--- src/rtl/cdmp_pkg.sv ---
// constants shared by the channel dma and modem pin logic
package cdmp_pkg;
  localparam int CDMP_ADDR_W = 8;
  localparam int CDMP_DATA_W = 32;
  localparam logic [7:0] CDMP_MODE_ADDR = 8'h00;
  localparam logic [7:0] CDMP_OUTS_ADDR = 8'h04;
  localparam logic [7:0] CDMP_STAT_ADDR = 8'h08;
  localparam logic [7:0] CDMP_EVT_ADDR = 8'h0c;
  localparam logic [7:0] CDMP_IEN_ADDR = 8'h10;
  localparam int CDMP_M_DMA = 0;
  localparam int CDMP_M_SINGLE = 2;
  localparam int CDMP_M_CTS_EN = 3;
  localparam int CDMP_M_LOOP = 4;
  localparam int CDMP_M_DCD_EN = 5;
  localparam int CDMP_M_EXT_SYNC = 6;
  localparam int CDMP_M_P2_RTS = 7;
  localparam int CDMP_M_P3_SYNC = 8;
  localparam int CDMP_M_WAIT = 9;
  localparam int CDMP_M_COP = 10;
  localparam int CDMP_MODE_W = 11;
  localparam int CDMP_O_GPO1 = 0;
  localparam int CDMP_O_GPO2 = 1;
  localparam int CDMP_O_RTS = 2;
  localparam int CDMP_O_LOOP = 3;
  localparam int CDMP_OUTS_W = 4;
  localparam int CDMP_E_CTS = 0;
  localparam int CDMP_E_DCD = 1;
  localparam int CDMP_E_LAST_TX = 2;
  localparam int CDMP_E_EOP_OUT = 3;
  localparam int CDMP_EVT_W = 4;
  localparam int CDMP_IEN_W = 2;
  localparam int CDMP_STAT_W = 7;
  localparam logic [1:0] CDMP_DMA_NONE = 2'h0;
  localparam logic [1:0] CDMP_DMA_HALF = 2'h1;
  localparam logic [1:0] CDMP_DMA_FULL = 2'h2;
  localparam logic [CDMP_MODE_W-1:0] CDMP_MODE_RESET = 11'h000;
  localparam logic [CDMP_OUTS_W-1:0] CDMP_OUTS_RESET = 4'h0;
  localparam logic [CDMP_IEN_W-1:0] CDMP_IEN_RESET = 2'h0;
  localparam logic [1:0] CDMP_HTRANS_NONSEQ = 2'h2;
  localparam logic CDMP_HRESP_OKAY = 1'b0;
  typedef enum logic [2:0] {
    CDMP_SY_IDLE = 3'b001,
    CDMP_SY_WAIT = 3'b010,
    CDMP_SY_HOLD = 3'b100
  } cdmp_sync_type;
endpackage

--- src/rtl/cdmp_channel.sv ---
// per-channel dma handshake and modem pin logic with ahb-lite registers
`timescale 1ns/1ps
// Function
// - with cts gating on and no loop mode, transmitter sends only while cts asserted
// - cts level changes outside loop mode are flagged and raise an interrupt when enabled
// - in bit-oriented loop mode the cts pin drives loop control set by software
// - carrier input gates the receiver or reads as a general input
// - carrier level changes outside external sync mode are flagged and raise an interrupt when enabled
// - carrier as external sync in character mode forces receiver sync on assertion
// - half-duplex request asserts for receive data or transmit space of enabled side
// - full-duplex combined request serves only receive data available
// - outside dma the combined request pin is a software output
// - full-duplex transmit request asserts while transmit fifo not full
// - otherwise transmit request pin is software general output or request-to-send
// - half-duplex acknowledge reads receive fifo or loads transmit fifo by direction
// - full-duplex combined acknowledge reads the receive fifo that cycle
// - full-duplex transmit acknowledge loads the transmit fifo that cycle
// - acknowledge pins read as general inputs when not in that dma mode
// - end-of-process pin works in both dma and non-dma operation
// - end-of-process input during a transmit load marks the last transfer
// - end-of-process driven low on last receive read or transmit terminal count
// - sync-detect output asserts one bit time after sync or flag detection
// - ready asserts on strobe leading edge in wait mode if fifo cannot serve
module cdmp_channel import cdmp_pkg::*; (
  input wire logic hclk, // 100 MHz system clock
  input wire logic hresetn, // async reset, active low
  input wire logic hsel, // slave select
  input wire logic [CDMP_ADDR_W-1:0] haddr, // byte address
  input wire logic [1:0] htrans, // transfer type
  input wire logic hwrite, // write transfer
  input wire logic [2:0] hsize, // transfer size, word only
  input wire logic [CDMP_DATA_W-1:0] hwdata, // write data
  input wire logic hready, // bus ready
  output logic hreadyout, // slave ready
  output logic hresp, // always okay
  output logic [CDMP_DATA_W-1:0] hrdata, // read data
  input wire logic clear_to_send_in_n, // cts pin input level
  output logic loop_control_out_n, // loop control drive level
  output logic loop_control_oe, // cts pin driven as loop control
  input wire logic carrier_detect_in_n, // carrier or external sync pin
  output logic combined_dma_request_n, // combined request or general output one
  output logic transmit_dma_request_n, // transmit request, output two or rts
  output logic sync_detect_out_n, // sync detect or second rts
  input wire logic combined_dma_acknowledge_n, // combined acknowledge or input one
  input wire logic transmit_dma_acknowledge_n, // transmit acknowledge or input two
  input wire logic end_of_process_in_n, // end-of-process wire level
  output logic end_of_process_out_n, // end-of-process drive level, always low
  output logic end_of_process_oe, // end-of-process pulled low
  output logic ready_wait_out_n, // ready drive level, always low
  output logic ready_wait_oe, // ready pulled low
  input wire logic rx_enabled, // receiver enabled
  input wire logic tx_enabled, // transmitter enabled
  input wire logic rx_fifo_not_empty, // receive fifo holds a character
  input wire logic rx_fifo_last, // receive fifo holds exactly one character
  input wire logic tx_fifo_not_full, // transmit fifo has space
  input wire logic tx_count_terminal, // pulse: transmit count reached terminal
  input wire logic rx_sync_found, // pulse: sync character or flag found
  input wire logic bit_tick, // one-cycle pulse per bit time
  input wire logic read_strobe, // cpu read strobe level, active high
  input wire logic write_strobe, // cpu write strobe level, active high
  output logic tx_allow, // transmitter may send
  output logic rx_allow, // receiver may run
  output logic rx_sync_force, // pulse: take character sync now
  output logic dma_rx_read, // pulse: read receive fifo for dma
  output logic dma_tx_load, // pulse: load transmit fifo from dma
  output logic dma_tx_last, // pulse: that load was the last one
  output logic modem_irq // transition interrupt request level
);
  logic [CDMP_MODE_W-1:0] mode;
  logic [CDMP_OUTS_W-1:0] outs;
  logic [CDMP_EVT_W-1:0] events;
  logic [CDMP_IEN_W-1:0] irq_en;
  logic ph_write;
  logic [CDMP_ADDR_W-1:0] ph_addr;
  logic [1:0] ack_prev;
  logic rd_prev;
  logic wr_prev;
  cdmp_sync_type sy_state;
  cdmp_sync_type next_sy_state;
  logic [1:0] pin_level;
  logic [1:0] pin_change;
  wire [1:0] dma_mode = mode[CDMP_M_DMA +: 2];
  wire in_half = dma_mode == CDMP_DMA_HALF;
  wire in_full = dma_mode == CDMP_DMA_FULL;
  wire in_dma = dma_mode != CDMP_DMA_NONE;
  wire single_addr = mode[CDMP_M_SINGLE];
  wire loop_mode = mode[CDMP_M_LOOP];
  wire ext_sync = mode[CDMP_M_EXT_SYNC];
  wire cts_level = pin_level[0];
  wire dcd_level = pin_level[1];
  wire ack1_level = ~combined_dma_acknowledge_n;
  wire ack2_level = ~transmit_dma_acknowledge_n;
  wire eop_in_level = ~end_of_process_in_n;

  // cts changes are only meaningful while the pin is an input
  wire [1:0] watch = {~ext_sync, ~loop_mode};

  cdmp_pin_watch #(
    .WIDTH(2)
  ) u_watch (
    .hclk(hclk),
    .hresetn(hresetn),
    .pins_n({carrier_detect_in_n, clear_to_send_in_n}),
    .watch(watch),
    .level(pin_level),
    .change(pin_change)
  );

  // bus decode
  wire addr_phase = hsel & htrans[1] & hready;
  wire wr_now = ph_write;
  wire hit_mode = ph_addr == CDMP_MODE_ADDR;
  wire hit_outs = ph_addr == CDMP_OUTS_ADDR;
  wire hit_evt = ph_addr == CDMP_EVT_ADDR;
  wire hit_ien = ph_addr == CDMP_IEN_ADDR;
  wire [CDMP_STAT_W-1:0] status = {tx_fifo_not_full, rx_fifo_not_empty, eop_in_level,
                                   ack2_level, ack1_level, dcd_level, cts_level};
  wire [CDMP_DATA_W-1:0] rd_mux =
    (haddr == CDMP_MODE_ADDR) ? {{(CDMP_DATA_W-CDMP_MODE_W){1'b0}}, mode} :
    (haddr == CDMP_OUTS_ADDR) ? {{(CDMP_DATA_W-CDMP_OUTS_W){1'b0}}, outs} :
    (haddr == CDMP_STAT_ADDR) ? {{(CDMP_DATA_W-CDMP_STAT_W){1'b0}}, status} :
    (haddr == CDMP_EVT_ADDR) ? {{(CDMP_DATA_W-CDMP_EVT_W){1'b0}}, events} :
    (haddr == CDMP_IEN_ADDR) ? {{(CDMP_DATA_W-CDMP_IEN_W){1'b0}}, irq_en} :
    {CDMP_DATA_W{1'b0}};

  // zero-wait slave; read data sampled at the address phase edge
  always_ff @(posedge hclk or negedge hresetn) begin
    if (!hresetn) begin
      ph_write <= 1'b0;
      ph_addr <= {CDMP_ADDR_W{1'b0}};
      hrdata <= {CDMP_DATA_W{1'b0}};
      hreadyout <= 1'b1;
      hresp <= CDMP_HRESP_OKAY;
    end else begin
      ph_write <= addr_phase & hwrite;
      ph_addr <= haddr;
      hrdata <= (addr_phase & ~hwrite) ? rd_mux : {CDMP_DATA_W{1'b0}};
      hreadyout <= 1'b1;
      hresp <= CDMP_HRESP_OKAY;
    end
  end

  always_ff @(posedge hclk or negedge hresetn) begin
    if (!hresetn) begin
      mode <= CDMP_MODE_RESET;
      outs <= CDMP_OUTS_RESET;
      irq_en <= CDMP_IEN_RESET;
    end else if (wr_now) begin
      if (hit_mode) begin
        mode <= hwdata[CDMP_MODE_W-1:0];
      end
      if (hit_outs) begin
        outs <= hwdata[CDMP_OUTS_W-1:0];
      end
      if (hit_ien) begin
        irq_en <= hwdata[CDMP_IEN_W-1:0];
      end
    end
  end

  // acknowledge leading edges start one dma cycle each
  wire ack1_start = ack1_level & ~ack_prev[0];
  wire ack2_start = ack2_level & ~ack_prev[1];
  wire dma_cycle1 = single_addr & ack1_start;
  wire half_rx = in_half & dma_cycle1 & rx_enabled;
  wire half_tx = in_half & dma_cycle1 & ~rx_enabled & tx_enabled;
  wire full_rx = in_full & dma_cycle1;
  wire full_tx = in_full & single_addr & ack2_start;
  wire next_rx_read = half_rx | full_rx;
  wire next_tx_load = half_tx | full_tx;
  // last transmit load marked by input
  wire next_tx_last = next_tx_load & eop_in_level;
  // final receive read or terminal count
  wire next_eop_drive = (next_rx_read & rx_fifo_last) | tx_count_terminal;

  always_ff @(posedge hclk or negedge hresetn) begin
    if (!hresetn) begin
      ack_prev <= 2'h0;
      dma_rx_read <= 1'b0;
      dma_tx_load <= 1'b0;
      dma_tx_last <= 1'b0;
      end_of_process_oe <= 1'b0;
      end_of_process_out_n <= 1'b0;
    end else begin
      ack_prev <= {ack2_level, ack1_level};
      dma_rx_read <= next_rx_read;
      dma_tx_load <= next_tx_load;
      dma_tx_last <= next_tx_last;
      // active in any dma mode setting
      end_of_process_oe <= next_eop_drive;
      end_of_process_out_n <= 1'b0;
    end
  end

  // sticky events, set wins over a write-one clear
  wire [CDMP_EVT_W-1:0] evt_set = {next_eop_drive, next_tx_last, pin_change};
  wire [CDMP_EVT_W-1:0] evt_clr = (wr_now & hit_evt) ? hwdata[CDMP_EVT_W-1:0] : {CDMP_EVT_W{1'b0}};

  always_ff @(posedge hclk or negedge hresetn) begin
    if (!hresetn) begin
      events <= {CDMP_EVT_W{1'b0}};
      modem_irq <= 1'b0;
    end else begin
      events <= (events & ~evt_clr) | evt_set;
      modem_irq <= |(events[CDMP_IEN_W-1:0] & irq_en);
    end
  end

  // requests follow fifo state each cycle
  wire half_req = (rx_enabled & rx_fifo_not_empty) | (tx_enabled & tx_fifo_not_full);
  wire full_req = rx_enabled & rx_fifo_not_empty;
  wire req1 = in_half ? half_req : in_full ? full_req : outs[CDMP_O_GPO1];
  wire pin2_sw = mode[CDMP_M_P2_RTS] ? outs[CDMP_O_RTS] : outs[CDMP_O_GPO2];
  wire req2 = in_full ? (tx_enabled & tx_fifo_not_full) : pin2_sw;

  always_ff @(posedge hclk or negedge hresetn) begin
    if (!hresetn) begin
      combined_dma_request_n <= 1'b1;
      transmit_dma_request_n <= 1'b1;
      loop_control_out_n <= 1'b1;
      loop_control_oe <= 1'b0;
      tx_allow <= 1'b1;
      rx_allow <= 1'b1;
      rx_sync_force <= 1'b0;
    end else begin
      combined_dma_request_n <= ~req1;
      transmit_dma_request_n <= ~req2;
      loop_control_oe <= loop_mode;
      loop_control_out_n <= ~outs[CDMP_O_LOOP];
      tx_allow <= ~mode[CDMP_M_CTS_EN] | loop_mode | cts_level;
      rx_allow <= ~mode[CDMP_M_DCD_EN] | ext_sync | dcd_level;
      rx_sync_force <= ext_sync & mode[CDMP_M_COP] & ~carrier_detect_in_n & ~dcd_level;
    end
  end

  // one bit time delay on sync detect
  always_comb begin
    next_sy_state = sy_state;
    case (sy_state)
      CDMP_SY_IDLE: begin
        if (rx_sync_found) begin
          next_sy_state = CDMP_SY_WAIT;
        end
      end
      CDMP_SY_WAIT: begin
        if (bit_tick) begin
          next_sy_state = CDMP_SY_HOLD;
        end
      end
      CDMP_SY_HOLD: begin
        if (bit_tick) begin
          next_sy_state = rx_sync_found ? CDMP_SY_WAIT : CDMP_SY_IDLE;
        end
      end
      default: begin
        next_sy_state = CDMP_SY_IDLE;
      end
    endcase
  end

  // held for one bit time so slow modem hardware sees it
  wire sync_pin_on = mode[CDMP_M_P3_SYNC] ? (next_sy_state == CDMP_SY_HOLD) : outs[CDMP_O_RTS];

  always_ff @(posedge hclk or negedge hresetn) begin
    if (!hresetn) begin
      sy_state <= CDMP_SY_IDLE;
      sync_detect_out_n <= 1'b1;
    end else begin
      sy_state <= next_sy_state;
      sync_detect_out_n <= ~sync_pin_on;
    end
  end

  wire rd_lead = read_strobe & ~rd_prev;
  wire wr_lead = write_strobe & ~wr_prev;
  wire wait_on = mode[CDMP_M_WAIT];
  wire rdy_set = wait_on & ((rd_lead & ~rx_fifo_not_empty) | (wr_lead & ~tx_fifo_not_full));
  // released once the fifo can serve or the strobe ends
  wire rdy_hold = ready_wait_oe & wait_on &
                  ((read_strobe & ~rx_fifo_not_empty) | (write_strobe & ~tx_fifo_not_full));

  always_ff @(posedge hclk or negedge hresetn) begin
    if (!hresetn) begin
      rd_prev <= 1'b0;
      wr_prev <= 1'b0;
      ready_wait_oe <= 1'b0;
      ready_wait_out_n <= 1'b0;
    end else begin
      rd_prev <= read_strobe;
      wr_prev <= write_strobe;
      ready_wait_oe <= rdy_set | rdy_hold;
      ready_wait_out_n <= 1'b0;
    end
  end

  // acknowledge pins double as general inputs via status
  // levels readable in every mode
  wire unused_ok = |{hsize, in_dma, htrans[0]};
endmodule

--- src/rtl/cdmp_pin_watch.sv ---
// registered active-low pin levels with one-cycle change pulses
`timescale 1ns/1ps
module cdmp_pin_watch #(
  parameter int WIDTH = 2
) (
  input wire logic hclk, // system clock
  input wire logic hresetn, // async reset, active low
  input wire logic [WIDTH-1:0] pins_n, // active-low pins
  input wire logic [WIDTH-1:0] watch, // change detection enable per pin
  output logic [WIDTH-1:0] level, // asserted level, registered
  output logic [WIDTH-1:0] change // one-cycle pulse on a level change while watch is set for that pin
);
  logic [WIDTH-1:0] prev;
  genvar i;
  generate
    for (i = 0; i < WIDTH; i++) begin : g_pin
      wire next_level = ~pins_n[i];
      always_ff @(posedge hclk or negedge hresetn) begin
        if (!hresetn) begin
          level[i] <= 1'b0;
          prev[i] <= 1'b0;
          change[i] <= 1'b0;
        end else begin
          level[i] <= next_level;
          prev[i] <= level[i];
          change[i] <= watch[i] & (level[i] ^ prev[i]);
        end
      end
    end
  endgenerate
endmodule

--- config.mk ---
export PLATFORM = sky130hd
export DESIGN_NAME = cdmp_channel
export DESIGN_NICKNAME = d
export VERILOG_FILES = /design/src/rtl/cdmp_pkg.sv /design/src/rtl/cdmp_channel.sv /design/src/rtl/cdmp_pin_watch.sv
export SDC_FILE = /design/constraint.sdc
export NUM_CORES = 1
export LEC_CHECK = 0
export BUFFER_PORTS_ARGS = -buffer_cell sky130_fd_sc_hd__buf_2
export CELL_PAD_IN_SITES_DETAIL_PLACEMENT = 0
export CELL_PAD_IN_SITES_GLOBAL_PLACEMENT = 1
export CORE_MARGIN = 2
export CORE_UTILIZATION = 37
export CTS_CLUSTER_DIAMETER = 200
export DETAILED_ROUTE_END_ITERATION = 10
export GPL_TIMING_DRIVEN = 0
export PLACE_DENSITY = 0.8
export SLEW_MARGIN = 20
export SYNTH_ARGS = -nofsm -noshare
export SYNTH_HDL_FRONTEND = slang
export SYNTH_HIERARCHICAL = 1
export SYNTH_SLANG_ARGS = --single-unit
--- constraint.sdc ---
create_clock -name hclk -period 2.9 [get_ports hclk]
set_clock_uncertainty 0.05 [all_clocks]
set_input_delay 0.29 -clock hclk [delete_from_list [all_inputs] [get_ports hclk]]
set_output_delay 0.29 -clock hclk [all_outputs]
set_load 0.005 [all_outputs]
# Yosys cells after proc, flatten, opt, wreduce, memory -nomap -nowiden
# Cells that the tools add are included.
op_classes:
  bitwise: 72
  n_eq_ne: 13
  reduce_logical: 6
  mux: 17
op_table:
  columns: ["operator", "count"]
  rows:
  - ["bitwise AND 1 bit", 33]
  - ["== test 8 x 4 -> 1 bit, second input constant", 3]
  - ["2-to-1 mux 11 bit", 2]
  - ["inverter 1 bit", 22]
  - ["== test 8 x 3 -> 1 bit, second input constant", 2]
  - ["== test 8 x 5 -> 1 bit, second input constant", 2]
  - ["zero test 8 bit", 2]
  - ["2-to-1 mux 7 bit", 2]
  - ["OR 1 bit", 11]
  - ["2-to-1 mux 3 bit", 3]
  - ["one-hot mux 3 bit (3 select lines)", 1]
  - ["2-to-1 mux 4 bit", 2]
  - ["== test 3 bit, second input constant", 2]
  - ["AND reduction 2 bit", 3]
  - ["2-to-1 mux 1 bit", 5]
  - ["bitwise AND 4 bit", 1]
  - ["2-to-1 mux 2 bit", 2]
  - ["inverter 4 bit", 1]
  - ["OR 4 bit", 1]
  - ["== test 3 x 1 -> 1 bit, second input constant", 1]
  - ["== test 3 x 2 -> 1 bit, second input constant", 1]
  - ["bitwise AND 2 bit", 1]
  - ["== test 2 x 1 -> 1 bit, second input constant", 1]
  - ["== test 2 bit, second input constant", 1]
  - ["2 further kinds", 3]
word_totals:
  input_bits: 65
  word_cells: 139
  output_inout_bits: 50
  register_bits: 68

# Logic depth before layout (Yosys ltp)
# Gate-level depths: netlist of the first run.
logic_depth:
  depth_word: 9
  depth_mapped: 5
  mapped_depth_nobuf: 4

# Hierarchy
# The synthesis of the first run kept the hierarchy.
by_module_without_submodules:
  columns: ["mod", "n_inst", "area_each_um2", "seq_area_each_um2", "cells_each"]
  rows:
  - ["cdmp_channel", 1, 2677.6, 1560.2, 226]
  - ["cdmp_pin_watch", 1, 187.7, 150.1, 12]

# Worst setup path before layout of the first run
# OpenSTA, ideal clock, no wires.
synth_path:
  kind: "register -> register"
  from: "reg ph_addr[1]"
  to: "reg mode[0]"
  period_less_slack_ns: 2.117
  setup_ns: 0.125
  t_arrival_ns: 1.942
  stages_incl_launch_ff: 6
  t_required_ns: 2.725
  slack_ns: 0.783
  path_buffers: 1
  path_cell_list: "dfrtp_1 or4_4 or3_4 nor3_1 buf_4 mux2_2"
synth_between:
  elab_chain_cells: 2
synth_lines:
  columns: ["element", "line", "source"]
  rows:
  - ["from (decl)", "cdmp_channel.sv:74", "logic [CDMP_ADDR_W-1:0] ph_addr;"]
  - ["from (signal assigned)", "cdmp_channel.sv:130", "ph_addr <= {CDMP_ADDR_W{1'b0}};"]
  - ["from (signal assigned)", "cdmp_channel.sv:136", "ph_addr <= haddr;"]
  - ["zero test 8 bit", "cdmp_channel.sv:112", "wire hit_mode = ph_addr == CDMP_MODE_ADDR;"]
  - ["AND reduction 2 bit (no line)", null, null]
  - ["to (signal assigned)", "cdmp_channel.sv:150", "mode <= hwdata[CDMP_MODE_W-1:0];"]
  - ["to (decl)", "cdmp_channel.sv:69", "logic [CDMP_MODE_W-1:0] mode;"]
# No other way between the ends.
# A chain may end at the register's enable or synchronous reset.

# Worst setup path in the final report of the first run
layout_path:
  from: "reg ph_addr[1]"
  to: "reg mode[3]"
# Same word-level chain as after synthesis.

==> metrics.txt, run 1 <==
via count 1988; leakage power 1.81 nW; CP Launch Type flop; first-pass GRT wire length 9470 um; Final Max Tran Viols 0; # clock sinks 68; Clock Pin Slew Worst Setup and Hold Paths 70 ps; Post-synth ARST share 1.00; Final #Nets 403; drt total wl 5890 um; Worst R2R End mode[3]; Comb power frac 0.088; Clock Tree Root clkbuf_8; Finished Cell Area 0.00363 mm^2; Synth warnings 6; drt initial violations 122; FMAX 0.421 GHz; initial cell density of the core 0.377; gp weighted congestion 0.869; placed cell area 0.00343 mm^2; setup ws final 527 ps; Overall Global Routing Usage 0.149; post-synthesis cell count 238; # port buffers 64; Hold Violations, Final 0; Sw Share 0.239; H-tree depth 3; Slew headroom 0.461; CP required 3060 ps; pwr/cell area 525 mW/mm^2; Setup Buffers After CTS 0; RR Startpoint ph_addr[1]; core area 0.00761 mm^2; Clock Latency Late Sink 330 ps; Seq pwr share 0.536; Psw 0.456 mW; CTS tree yes; Die Wd 92 um; Min-Delay Endpoint ph_addr[3]; sequential area share after synthesis 0.597; Final setup viols 0; number of library cell types mapped by synthesis 44; die height 92 um; Mean Syn Cell Area 12.0 um^2; synthesized cell area 0.00287 mm^2; max-capacitance violation count 0; status finished, final reports clean; Yosys reg bits 68; DIE AREA 0.00846 mm^2; residual DRC count 0; hold path cells 1; Post-synth EDFFs 0; CP endpoint kind flop; RSZ-0062 raised after global routing no; Hold Path Origin haddr[3]; Main synth FF type dfrtp_1; Int Power 1.45 mW; I/O pin count 115; register-to-register setup slack 530 ps; Worst Tran Pin Value 802 ps; Synth area leaders dfrtp_1 (53%), buf_4 (6.8%), dfstp_2 (6.4%); kind of critical path flop to flop; min cycle time layout 2370 ps; routed wire length per instance 13.2 um; CP max FO 10; largest net degree at the start of global routing 54; share of the synthesized area in the top cell type 0.533; setup tns final 0 ps; Post-Place Worst Slack 544 ps; grt total ovfl 0; row cnt 32; Total Power 1.91 mW; TritonCTS buffer count 9; Worst VDD drop 0.204 mV; Tcrit/Tclk final 0.818; vias in the first global route 1968; TritonRoute pass-1 iters 4; Yosys top cell by area dfrtp_1; WP data arrival 2540 ps; layout cells sized above 1 0.394; Antenna Cells 0; clock group share of total power 0.375; cells on worst reg2reg path 5; initial antenna violation count 0; DP HPWL 4380 um; area grow syn2layout 26.6%; Via density 4.47; post-route antenna net violation count 0; Clock Path Buffers 2; Hold Crit Class input port to flop
routing by layer:
metal  global-route usage  vias up  wire length, um
met5                    0        -                0
met4               0.0684        0               47
met3               0.0427        4              365
met2                0.233       66             2840
met1                0.191      942             2640
li1                     -      976                -
through the flow:
step	util	hold slack, ps	instances
final	0.477	26.5	445
after global routing	0.477	13.3	445
after CTS	0.477	7.12	445
after detailed placement	0.451	122	428
after global placement	0.447	362	427
after floorplan	-	-55.6	261
cell families (layout without fill, tap and decap cells):
group,count (synthesis),count (layout),synth area share
DFF,68,68,0.597
AOI/OAI and AO/OA,41,41,0.0996
buffers and inverters,43,125,0.0904
other,2,25,0.00262
xor gates and xnor gates,2,2,0.00611
and+or+nand+nor,63,63,0.128
muxes,19,19,0.0769
cells in the final DEF, fill, tap and decap left out, types with 4 or more instances in the layout:
master / synthesis / layout
buf_2: 0 / 63
dfrtp_1: 61 / 61
conb_1: 2 / 25
nand2b_1: 6 / 6
o21ai_0: 8 / 8
dfstp_2: 7 / 7
nor2_1: 11 / 11
a21oi_1: 8 / 8
inv_1: 15 / 15
mux2_2: 16 / 16
and2_1: 6 / 6
nand2_1: 12 / 12
a21o_1: 6 / 6
nor3_1: 4 / 4
buf_4: 26 / 27
clkbuf_8: 0 / 12
nor2b_1: 5 / 5
cells in the mapped netlist, types with 3 or more instances:
cell	instances
a22o_1	3
a32oi_1	3
nor2b_1	5
buf_4	26
mux2_2	16
and2_1	6
nand3_1	3
o21ai_0	8
nand2_1	12
nor2_1	11
dfstp_2	7
nor3_1	4
nand2b_1	6
a21oi_1	8
dfrtp_1	61
a21o_1	6
inv_1	15
worst max-delay path: stages (launching register included):
cell,delay [ps]
dfrtp_1,370
or4_4,530
or3_4,360
nor3_1,320
buf_4,280
mux2_2,350
registers in the layout (all words and copies together) (netlist names), 2 cells and up:
| signal | count |
|---|---|
| u_watch/level | 2 |
| mode | 11 |
| ph_addr | 8 |
| irq_en | 2 |
| events | 4 |
| hrdata | 11 |
| u_watch/prev | 2 |
| u_watch/change | 2 |
| outs | 4 |
| sy_state | 3 |
| ack_prev | 2 |
area by class of cell:
cell class / instances / area, um^2
Buffer: 28 / 203
Tap cell: 102 / 128
Inverter: 15 / 56.3
Clock buffer: 13 / 169
Clock inverter: 3 / 20.0
Multi-Input combinational cell: 150 / 982
Fill cell: 717 / 3980
Sequential cell: 68 / 1710
Timing Repair Buffer: 66 / 360
timing repair:
action                                 4_1_cts  5_1_grt
gates resized for setup                      0        0
hold buffers                                 1        0
endpoints found under the hold margin       15        0
power groups by stage:
stage / combinational, mW / sequential, mW / clock (mW)
after floorplan: 0.0913 / 1.03 / 0
after CTS: 0.169 / 1.02 / 0.742
after detailed placement: 0.168 / 1.04 / 0
after global placement: 0.159 / 1.04 / 0
after global routing: 0.191 / 1.03 / 0.795
final: 0.168 / 1.02 / 0.715
worst max-delay path by stage:
stage	from	end	slack, ps	cells past startpoint
after floorplan	ph_addr[1]	mode[0]	780	5
after global placement	ph_addr[1]	mode[2]	540	5
after detailed placement	ph_addr[1]	mode[8]	540	5
after CTS	ph_addr[1]	mode[10]	540	5
after global routing	ph_addr[1]	mode[3]	480	5
final	ph_addr[1]	mode[3]	530	5
Power figures use the tool's default switching activity.
==> inputs of run 2 (changes only) <==
==> constraint.sdc (replaced) <==
create_clock -name hclk -period 2.2 [get_ports hclk]
set_clock_uncertainty 0.05 [all_clocks]
set_input_delay 0.22 -clock hclk [delete_from_list [all_inputs] [get_ports hclk]]
set_output_delay 0.22 -clock hclk [all_outputs]
set_load 0.005 [all_outputs]
==> metrics.txt, run 2 (synthesized netlist as in run 1, its figures left out) <==
status finished, final reports clean; CP Launch Type flop; Final #Nets 415; Final Max Tran Viols 0; max-capacitance violation count 0; Clock Tree Root clkbuf_8; pwr/cell area 672 mW/mm^2; row cnt 32; Hold Violations, Final 0; core area 0.00761 mm^2; CP endpoint kind flop; WP data arrival 2360 ps; DP HPWL 4380 um; Seq. cell area 0.00171 mm^2; post-route antenna net violation count 0; kind of critical path flop to flop; gp weighted congestion 0.869; initial cell density of the core 0.377; Clock Path Buffers 2; Clock Latency Late Sink 340 ps; Final setup viols 0; Antenna Cells 0; Tcrit/Tclk final 0.990; via count 2045; leakage power 1.87 nW; # port buffers 64; Worst Tran Pin Value 599 ps; initial antenna violation count 0; Slew headroom 0.598; layout cells sized above 1 0.389; WHS 19.2 ps; RSZ-0062 raised after global routing yes; CTS tree yes; vias in the first global route 2015; area of the multi-input gates 0.00100 mm^2; grt total ovfl 0; TritonCTS buffer count 9; CP required 2380 ps; area grow syn2layout 31.7%; die height 92 um; top flop regs hrdata: 11 flops, mode: 11 flops, ph_addr: 8 flops; Worst VDD drop 0.276 mV; # fillers 705; drt total wl 6020 um; drt initial violations 113; I/O pin count 115; min cycle time layout 2180 ps; H-tree depth 3; TritonRoute pass-1 iters 4; CP max FO 4; Clock Pin Slew Worst Setup and Hold Paths 70 ps; DIE AREA 0.00846 mm^2; setup tns final 0 ps; Via density 4.47; first-pass GRT wire length 9670 um; Die Wd 92 um; residual DRC count 0; Overall Global Routing Usage 0.151; # clock sinks 68; most common cell after layout, fill and taps aside buf_2; Hold Crit Class input port to flop; routed wire length per instance 13.2 um; commonest non-fill, non-tap cells in the layout buf_2 (63), dfrtp_1 (61), buf_4 (26), conb_1 (25), mux2_2 (16); Setup Buffers After CTS 0; largest net degree at the start of global routing 54; FMAX 0.459 GHz
run 2: cell types whose count changed in the layout (fill, tap and decap cells not counted), sizes merged:
cell | previous run | this run
dlygate4sd3 | 1 | 13
run 2: worst paths after layout:
kind,startpoint,endpoint,slack [ps],depth (start not counted)
setup / recovery,ph_addr[1],outs[1],20,4
hold / removal,tx_count_terminal,end_of_process_oe,20,2
setup reg to reg,ph_addr[1],outs[1],20,4
hold reg to reg,u_watch/change[1],events[1],380,1
max in group asynchronous,hresetn,loop_control_out_n,1310,3
min in group asynchronous,hresetn,mode[5],240,2
run 2: timing repair:
item | CTS | global route
hold buffers | 13 | 0
resized for setup | 3 | 2
gates cloned | 0 | 0
pin swaps | 0 | 0
setup endpoints to repair | 10 | 18
endpoints found under the hold margin | 75 | 0
run 2: stage by stage:
step | instances | utilization | power [mW] | setup WS, ps | cell area, um^2
finish | 457 | 0.496 | 2.53 | 21.2 | 3770
global route | 457 | 0.496 | 2.67 | -19.1 | 3770
CTS | 457 | 0.495 | 2.57 | 25.8 | 3760
detailed placement | 428 | 0.451 | 1.59 | -156 | 3430
global placement | 427 | 0.447 | 1.58 | -158 | 3400
floorplan | 261 | - | 1.48 | 82.8 | 2950
run 2: critical path: stages, from the launching register on:
cell and delay, ps:
dfrtp_1 370, or4_4 530, or3_4 370, nor3b_2 380
mux2_2 380
run 2: area by class of cell:
cell class,count,share of cell area
clock buffers,13,0.0448
plain buffers,28,0.0547
flip-flops and latches,68,0.453
repair buffers,78,0.127
well taps,102,0.0338
clock inverters,3,0.00531
inverters,15,0.0149
multi-input cells,150,0.266
run 2: power breakdown:
part | switching [mW] | internal (mW) | total, mW
clock network | 0.447 | 0.500 | 0.947
registers | 0.0433 | 1.31 | 1.35
logic | 0.119 | 0.120 | 0.239
total | 0.610 | 1.93 | 2.53
run 2: layer usage:
layer	wire length, um	global-route usage
met3	381	0.0419
met1	2680	0.194
met5	0	0
met2	2840	0.236
met4	123	0.0746
